$ cat src/logic/dcs_pkg.sv
// Constants, types and helpers for the DMA write completion status block.
// Assumes a 32-bit AXI4-Lite register bus and one 40 MHz clock.
`default_nettype none

package dcs_pkg;

    localparam int unsigned DCS_AW        = 12;
    localparam int unsigned DCS_DW        = 32;
    localparam int unsigned DCS_NCLI      = 3;
    localparam int unsigned DCS_OUT_W     = 8;

    // Register byte offsets and reset values
    localparam logic [11:0] DCS_OFF_STATUS = 12'h0a0;
    localparam logic [11:0] DCS_OFF_MASK   = 12'h0a4;
    localparam logic [31:0] DCS_STATUS_RST = 32'h0000_0000;
    localparam logic [31:0] DCS_MASK_RST   = 32'h0000_0000;

    // Client indices
    localparam int unsigned DCS_CLI_ANCB  = 0;
    localparam int unsigned DCS_CLI_ANCA  = 1;
    localparam int unsigned DCS_CLI_LOUV  = 2;

    // Status field positions per client
    localparam int unsigned DCS_ANCB_HI   = 31;
    localparam int unsigned DCS_ANCB_LO   = 22;
    localparam int unsigned DCS_ANCA_HI   = 21;
    localparam int unsigned DCS_ANCA_LO   = 6;
    localparam int unsigned DCS_LOUV_HI   = 5;
    localparam int unsigned DCS_LOUV_LO   = 0;

    localparam logic [1:0]  DCS_RESP_OKAY   = 2'h0;
    localparam logic [1:0]  DCS_RESP_SLVERR = 2'h2;

    typedef logic [DCS_OUT_W-1:0] dcs_cnt_t;

    typedef enum logic [1:0]
    {
        DCS_WR_IDLE = 2'h1,
        DCS_WR_RESP = 2'h2
    } dcs_wr_st_t;

    typedef enum logic [1:0]
    {
        DCS_RD_IDLE = 2'h1,
        DCS_RD_DATA = 2'h2
    } dcs_rd_st_t;

    typedef struct packed {
        logic              awvalid;
        logic [DCS_AW-1:0] awaddr;
        logic [2:0]        awprot;
        logic              wvalid;
        logic [DCS_DW-1:0] wdata;
        logic [3:0]        wstrb;
        logic              bready;
        logic              arvalid;
        logic [DCS_AW-1:0] araddr;
        logic [2:0]        arprot;
        logic              rready;
    } dcs_axi_req_t;

    typedef struct packed {
        logic              awready;
        logic              wready;
        logic              bvalid;
        logic [1:0]        bresp;
        logic              arready;
        logic              rvalid;
        logic [DCS_DW-1:0] rdata;
        logic [1:0]        rresp;
    } dcs_axi_rsp_t;

    // Client that owns a status bit
    function automatic int unsigned dcs_client_of(input int unsigned b);
        int unsigned c;
        c = DCS_CLI_LOUV;
        if (b >= DCS_ANCB_LO)
            c = DCS_CLI_ANCB;
        else if (b >= DCS_ANCA_LO)
            c = DCS_CLI_ANCA;
        return c;
    endfunction : dcs_client_of

    // Spread per-client flags over their status bits
    function automatic logic [31:0] dcs_expand(
        input logic [DCS_NCLI-1:0] v);
        logic [31:0] r;
        r = '0;
        for (int unsigned i = 0; i < 32; i++)
            r[i] = v[dcs_client_of(i)];
        return r;
    endfunction : dcs_expand

    // Byte strobes to bit mask
    function automatic logic [31:0] dcs_strb_mask(input logic [3:0] s);
        logic [31:0] m;
        m = '0;
        for (int unsigned i = 0; i < 4; i++)
            m[i*8 +: 8] = {8{s[i]}};
        return m;
    endfunction : dcs_strb_mask

endpackage : dcs_pkg

`default_nettype wire

$ cat src/logic/dcs_status.sv
// DMA write completion status with AXI4-Lite register access.
// Assumes per-client write issue/ack pulses and per-channel last-write
// pulses from the DMA engine, all synchronous to i_clk.
//
// What this block does
// - Status register at 0xa0, reset zero
// - Set bit only after memory accepted data
// - Set bit stays until software clears
// - Writing one clears those bits, in strobed bytes only
// - Client drained when completion is flagged
// - Bits 31..22 are ancillary B channels 9..0
// - Bits 21..6 are ancillary A channels 15..0
// - Bits 5..0 are low chroma channels 15..10
// - Masked status bits drive interrupt line
`default_nettype none

module dcs_status
(
    input  wire logic                            i_clk,
    input  wire logic                            i_nrst,
    input  wire dcs_pkg::dcs_axi_req_t           i_axi,
    output dcs_pkg::dcs_axi_rsp_t                o_axi,
    input  wire logic [31:0]                     i_last_wr,
    input  wire logic [dcs_pkg::DCS_NCLI-1:0]    i_wr_issue,
    input  wire logic [dcs_pkg::DCS_NCLI-1:0]    i_wr_ack,
    output logic      [dcs_pkg::DCS_NCLI-1:0]    o_client_empty,
    output logic                                 o_dma_irq_line_one
);

    typedef struct packed {
        dcs_pkg::dcs_axi_rsp_t                       rsp;
        dcs_pkg::dcs_wr_st_t                         wr_st;
        dcs_pkg::dcs_rd_st_t                         rd_st;
        logic                                        aw_got;
        logic [dcs_pkg::DCS_AW-1:0]                  aw_addr;
        logic                                        w_got;
        logic [31:0]                                 w_data;
        logic [3:0]                                  w_strb;
        logic [31:0]                                 mask;
        logic [31:0]                                 pend;
        logic [dcs_pkg::DCS_NCLI-1:0][dcs_pkg::DCS_OUT_W-1:0] outst;
        logic [dcs_pkg::DCS_NCLI-1:0]                empty;
        logic                                        irq;
    } dcs_state_t;

    dcs_state_t                   s_q;
    dcs_state_t                   s_d;
    logic [31:0]                  stat;
    logic [31:0]                  done_ev;
    logic [31:0]                  wr_clr;
    logic [dcs_pkg::DCS_NCLI-1:0] idle;

    // Outstanding write count update
    function automatic dcs_pkg::dcs_cnt_t next_count(
        input dcs_pkg::dcs_cnt_t c,
        input logic              inc,
        input logic              dec);
        dcs_pkg::dcs_cnt_t n;
        logic              dec_ok;
        // An acknowledge with nothing outstanding is ignored
        dec_ok = dec && (c != '0);
        n      = c;
        if (inc && !dec_ok && (c != '1))
            n = c + dcs_pkg::dcs_cnt_t'(1);
        else if (dec_ok && !inc)
            n = c - dcs_pkg::dcs_cnt_t'(1);
        return n;
    endfunction : next_count

    function automatic logic addr_mapped(
        input logic [dcs_pkg::DCS_AW-1:0] a);
        return (a == dcs_pkg::DCS_OFF_STATUS) ||
               (a == dcs_pkg::DCS_OFF_MASK);
    endfunction : addr_mapped

    always_comb
    begin
        logic [31:0] bm;
        bm      = '0;
        s_d     = s_q;
        wr_clr  = '0;
        idle    = '0;
        done_ev = '0;

        // Write address and data, taken in either order
        if (i_axi.awvalid && s_q.rsp.awready)
        begin
            s_d.aw_got  = 1'b1;
            s_d.aw_addr = i_axi.awaddr;
        end
        if (i_axi.wvalid && s_q.rsp.wready)
        begin
            s_d.w_got  = 1'b1;
            s_d.w_data = i_axi.wdata;
            s_d.w_strb = i_axi.wstrb;
        end

        // Write execution and response
        case (s_q.wr_st)
            dcs_pkg::DCS_WR_IDLE:
            begin
                if (s_d.aw_got && s_d.w_got)
                begin
                    bm = dcs_pkg::dcs_strb_mask(s_d.w_strb);
                    if (s_d.aw_addr == dcs_pkg::DCS_OFF_STATUS)
                        wr_clr = s_d.w_data & bm;
                    if (s_d.aw_addr == dcs_pkg::DCS_OFF_MASK)
                        s_d.mask = (s_q.mask & ~bm) | (s_d.w_data & bm);
                    s_d.rsp.bvalid = 1'b1;
                    s_d.rsp.bresp  = addr_mapped(s_d.aw_addr) ?
                        dcs_pkg::DCS_RESP_OKAY : dcs_pkg::DCS_RESP_SLVERR;
                    s_d.aw_got     = 1'b0;
                    s_d.w_got      = 1'b0;
                    s_d.wr_st      = dcs_pkg::DCS_WR_RESP;
                end
            end
            dcs_pkg::DCS_WR_RESP:
            begin
                if (i_axi.bready)
                begin
                    s_d.rsp.bvalid = 1'b0;
                    s_d.wr_st      = dcs_pkg::DCS_WR_IDLE;
                end
            end
            default:
            begin
                s_d.rsp.bvalid = 1'b0;
                s_d.wr_st      = dcs_pkg::DCS_WR_IDLE;
            end
        endcase
        s_d.rsp.awready = !s_d.aw_got &&
                          (s_d.wr_st == dcs_pkg::DCS_WR_IDLE);
        s_d.rsp.wready  = !s_d.w_got &&
                          (s_d.wr_st == dcs_pkg::DCS_WR_IDLE);

        // Read, no side effects on status
        case (s_q.rd_st)
            dcs_pkg::DCS_RD_IDLE:
            begin
                if (i_axi.arvalid && s_q.rsp.arready)
                begin
                    s_d.rsp.rvalid = 1'b1;
                    s_d.rsp.rresp  = dcs_pkg::DCS_RESP_OKAY;
                    if (i_axi.araddr == dcs_pkg::DCS_OFF_STATUS)
                        s_d.rsp.rdata = stat;
                    else if (i_axi.araddr == dcs_pkg::DCS_OFF_MASK)
                        s_d.rsp.rdata = s_q.mask;
                    else
                    begin
                        s_d.rsp.rdata = '0;
                        s_d.rsp.rresp = dcs_pkg::DCS_RESP_SLVERR;
                    end
                    s_d.rd_st = dcs_pkg::DCS_RD_DATA;
                end
            end
            dcs_pkg::DCS_RD_DATA:
            begin
                if (i_axi.rready)
                begin
                    s_d.rsp.rvalid = 1'b0;
                    s_d.rd_st      = dcs_pkg::DCS_RD_IDLE;
                end
            end
            default:
            begin
                s_d.rsp.rvalid = 1'b0;
                s_d.rd_st      = dcs_pkg::DCS_RD_IDLE;
            end
        endcase
        s_d.rsp.arready = (s_d.rd_st == dcs_pkg::DCS_RD_IDLE);

        // Per-client outstanding writes to external memory
        for (int unsigned c = 0; c < dcs_pkg::DCS_NCLI; c++)
        begin
            idle[c] = (s_q.outst[c] == '0) && !i_wr_issue[c];
            s_d.outst[c] = next_count(s_q.outst[c], i_wr_issue[c],
                                      i_wr_ack[c]);
            s_d.empty[c] = (s_d.outst[c] == '0);
        end

        // Completion once last write issued and all data acked
        done_ev  = s_q.pend & dcs_pkg::dcs_expand(idle);
        s_d.pend = (s_q.pend & ~done_ev) | i_last_wr;

        s_d.irq = |(stat & s_q.mask);
    end

    always_ff @(posedge i_clk or negedge i_nrst)
    begin
        if (!i_nrst)
        begin
            s_q             <= '0;
            s_q.wr_st       <= dcs_pkg::DCS_WR_IDLE;
            s_q.rd_st       <= dcs_pkg::DCS_RD_IDLE;
            s_q.rsp.awready <= 1'b1;
            s_q.rsp.wready  <= 1'b1;
            s_q.rsp.arready <= 1'b1;
            s_q.mask        <= dcs_pkg::DCS_MASK_RST;
            s_q.empty       <= '1;
        end
        else
            s_q <= s_d;
    end

    // Bit positions follow dcs_expand client map
    dcs_sticky u_sticky
    (
        .i_clk  (i_clk),
        .i_nrst (i_nrst),
        .i_set  (done_ev),
        .i_clr  (wr_clr),
        .o_stat (stat)
    );

    assign o_axi              = s_q.rsp;
    assign o_client_empty     = s_q.empty;
    assign o_dma_irq_line_one = s_q.irq;
endmodule : dcs_status

`default_nettype wire

$ cat src/logic/dcs_sticky.sv
// Sticky write-one-to-clear status bits.
// Assumes set and clear vectors are synchronous single-cycle pulses.
`default_nettype none

module dcs_sticky
(
    input  wire logic        i_clk,
    input  wire logic        i_nrst,
    input  wire logic [31:0] i_set,
    input  wire logic [31:0] i_clr,
    output logic      [31:0] o_stat
);

    typedef struct packed {
        logic [31:0] stat;
    } dcs_sticky_st_t;

    dcs_sticky_st_t s_q;
    dcs_sticky_st_t s_d;

    always_comb
    begin
        s_d = s_q;
        // Set wins over a clear in the same cycle
        s_d.stat = (s_q.stat & ~i_clr) | i_set;
    end

    always_ff @(posedge i_clk or negedge i_nrst)
    begin
        if (!i_nrst)
            s_q.stat <= dcs_pkg::DCS_STATUS_RST;
        else
            s_q <= s_d;
    end

    assign o_stat = s_q.stat;
endmodule : dcs_sticky

`default_nettype wire

$ cat config.mk
export PLATFORM = sky130hd
export DESIGN_NAME = dcs_status
export DESIGN_NICKNAME = d
export VERILOG_FILES = /design/src/logic/dcs_pkg.sv /design/src/logic/dcs_status.sv /design/src/logic/dcs_sticky.sv
export SDC_FILE = /design/constraint.sdc
export NUM_CORES = 1
export LEC_CHECK = 0
export ABC_AREA = 1
export BUFFER_PORTS_ARGS = -buffer_cell sky130_fd_sc_hd__buf_2
export CAP_MARGIN = 20
export CORE_MARGIN = 10
export CORE_UTILIZATION = 40
export CTS_CLUSTER_DIAMETER = 50
export DETAILED_ROUTE_END_ITERATION = 16
export GPL_TIMING_DRIVEN = 0
export PLACE_DENSITY = 0.69
export SYNTH_ARGS = -nofsm -noshare
export SYNTH_HDL_FRONTEND = slang
export SYNTH_SLANG_ARGS = --single-unit
$ cat constraint.sdc
create_clock -name i_clk -period 2.9 [get_ports i_clk]
set_input_delay 0.435 -clock i_clk [delete_from_list [all_inputs] [get_ports i_clk]]
set_output_delay 0.435 -clock i_clk [all_outputs]
set_load 0.05 [all_outputs]
==> flow_metrics.env <==
export IMPL_pre_cts_slack_ps=685
export IMPL_worstPathArrival_ps=2660
export IMPL_coreArea_mm2=0.0270
export IMPL_crit_buf_inv=1
export IMPL_finClkSkew_ps=29.0
export IMPL_fin_ws_ps=696
export IMPL_ctsHoldBuffers=1
export IMPL_initial_utilization=0.407
export IMPL_worstPathRequired_ps=3360
export IMPL_hp_class="input port to register"
export IMPL_cp_slowest_stage_delay_ps=410
export IMPL_die_area_mm2=0.0345
export IMPL_crit_type="register to register"
export IMPL_port_buffers=146
export IMPL_final_setup_viol_count=0
export IMPL_synth_cell_type_count=40
export IMPL_crit_slowest_cell="dfrtp_1"
export IMPL_root_buffer="clkbuf_16"
export IMPL_ir_worst_vdd_uv=572
export IMPL_firstDrtPassIters=6
export IMPL_antenna_found_initial=2
export IMPL_synth_seq_area_share=0.495
export IMPL_post_route_min_period_ps=2200
export IMPL_maxCapViolations=0
export IMPL_post_route_period_util=0.760
export IMPL_die_x_um=186
export IMPL_drt_initial_drc_count=536
export IMPL_cts_sinks=217
export IMPL_maxSlewHeadroom=0.460
export IMPL_vias=9194
export IMPL_power_density_mw_per_mm2=888
export IMPL_grt_usage=0.158
export IMPL_cp_max_fo=9
export IMPL_fmax_mhz=454
export IMPL_syn_avg_cell_area_um2=7.79
export IMPL_pin_count=156
export IMPL_cts_setup_buffers=0
export IMPL_drt_total_wl_mm=27.4
export IMPL_final_nets=1711
export IMPL_cts_resized=0
export IMPL_die_h_um=186
export IMPL_drive_above_1_share=0.192
export IMPL_globalRouteOverflowTotal=0
export IMPL_synth_warnings=0
export IMPL_hold_viol=0
export IMPL_p_leak_uw=0.00742
export IMPL_syn_inst=1411
export IMPL_routedWlPerCell_um=14.0
export IMPL_grt_pass1_wl_mm=44.8
export IMPL_syn_area_mm2=0.0110
export IMPL_critPathTopFamily="simple AND/OR/NAND/NOR gates"
export IMPL_via_per_inst=4.71
export IMPL_gp_congestion=0.900
export IMPL_crit_path_cell_trace="inv_1, ha_1, nand2_1, nor2_2, nor2_2, nor2_4, nand2_2, nand2_1, nand2_1, nor2_1, nand2_1, nor2_1"
export IMPL_fillers=2651
export IMPL_htree_levels=1
export IMPL_grt_max_degree=114
export IMPL_clk_latency_ps=550
export IMPL_place_area_mm2=0.0122
export IMPL_postRouteAntennaNets=0
export IMPL_drc=0
export IMPL_design_area_mm2=0.0131
export IMPL_ys_seq_elements=217
export IMPL_final_max_slew_viol_count=0
export IMPL_tightest_slew_ps=810
export IMPL_startpoint_type="register"
export IMPL_ctsLongestPathBuffers=3
export IMPL_run_status="finished clean"
export IMPL_r2r_slack_ps=700
export IMPL_grt_pass1_vias=9030
export IMPL_rows=60
export IMPL_area_growth_pct=19.6
export IMPL_cts_made_buffers=28
export IMPL_cts_tree="built"
export IMPL_cp_end_kind="register"
export IMPL_path_clk_slew_ps=60
export IMPL_path_common_cell="nand2_1"
export IMPL_dpl_hpwl_mm=20.7
export IMPL_rsz0062_at_grt="false"
-- stage by stage --
| step | std cells | hold slack [ps] | setup TNS (ps) | util | total power [uW] |
|---|---|---|---|---|---|
| 3_5_place_dp | 1900 | 460 | 0 | 0.451 | 8220 |
| 5_1_grt | 1953 | 62.7 | 0 | 0.486 | 12600 |
| 6_report | 1953 | 73.4 | 0 | 0.486 | 11700 |
| 4_1_cts | 1952 | 60.5 | 0 | 0.486 | 11800 |
| 2_1_floorplan | 1412 | 139 | 0 | - | 7210 |
| 3_3_place_gp | 1899 | 458 | -488200 | 0.450 | 8080 |
-- layout by cell type (no fill, tap or decap), types with 7 or more instances in the layout --
cell type    n
clkbuf_16   28
dfstp_2      8
nand2_1    598
ha_1        10
o21ai_2      8
o22ai_1     15
o21bai_1    32
inv_2        8
nand4_1     15
xor2_1      19
clkbuf_1    27
buf_2      155
o21ai_0     34
buf_4       45
nor2_1      69
dfrtp_1    209
nand2_2     11
nand3_1     66
o21ai_1     33
nor2_4       7
inv_1      151
-- metal layers --
| metal | global-route usage | up-vias | wire length (um) |
|---|---|---|---|
| li1 | - | 4684 | - |
| met1 | 0.204 | 4248 | 12200 |
| met2 | 0.261 | 204 | 12900 |
| met3 | 0.0294 | 56 | 1560 |
| met4 | 0.0519 | 2 | 684 |
| met5 | 0 | - | 18 |
-- synth_stat cells, drive strengths merged --
library cell	instances	area (um2)
nor4	2	25.0
nand3b	1	7.51
o21bai	32	240
ha	10	125
nand4	15	93.8
and2	1	6.26
a2bb2oi	1	8.76
or2	1	6.26
nor2	83	437
xor2	19	166
a21oi	2	10.0
conb	1	3.75
buf	60	448
dfrtp	209	5230
mux2i	1	10.0
nor3b	1	7.51
clkinv	1	3.75
o22ai	15	93.8
a221oi	5	43.8
dfstp	8	210
nand2	610	2320
nand3	68	350
o21a	1	7.51
o21ai	75	405
nor3	8	50.1
clkbuf	22	82.6
inv	159	597
-- where the power goes --
part	leakage, uW	internal, uW	total, uW	switching (uW)
logic	0.00456	1240	3810	2570
clock network	0.000459	2100	3480	1380
registers	0.00240	3870	4390	521
total	0.00742	7210	11700	4470
-- final cells by class --
cell class,count,area (um2),share of cell area
diodes,1,2.50,0.000190
plain buffers,82,531,0.0404
clock buffers,34,733,0.0558
clock inverters,17,206,0.0157
inverters,160,601,0.0457
multi-input cells,953,4430,0.337
flip-flops and latches,217,5440,0.414
well taps,341,427,0.0325
repair buffers,148,778,0.0592
-- path summary, 6_finish.rpt --
kind / startpoint / end / cells after the start
max: s_q[12] / o_client_empty[1] / 12
min: i_last_wr[5] / s_q[33] / 2
max reg2reg: s_q[12] / o_client_empty[1] / 12
min reg2reg: s_q[54] / u_sticky.o_stat[26] / 2
max in group asynchronous: i_nrst / o_dma_irq_line_one / 3
min in group asynchronous: i_nrst / s_q[20] / 2
-- worst reg2reg max path: stages (launching register included) --
cell     delay, ps
dfrtp_1        410
inv_1          180
ha_1           320
nand2_1        130
nor2_2         160
nor2_2         100
nor2_4         180
nand2_2        170
nand2_1        110
nand2_1         70
nor2_1         100
nand2_1         90
nor2_1         100
-- kinds of logic (layout without fill, tap and decap cells) --
kind of cell	after synthesis	in the layout	share of synthesized area
xor gates and xnor gates	19	19	0.0151
adders and majority gates	10	10	0.0114
AOI/OAI and AO/OA	131	131	0.0736
buffers and inverters	242	441	0.103
other	1	3	0.000341
muxes	1	1	0.000910
and+or+nand+nor	790	790	0.301
DFF	217	217	0.495
No activity file was read; power rests on OpenSTA's default activity.
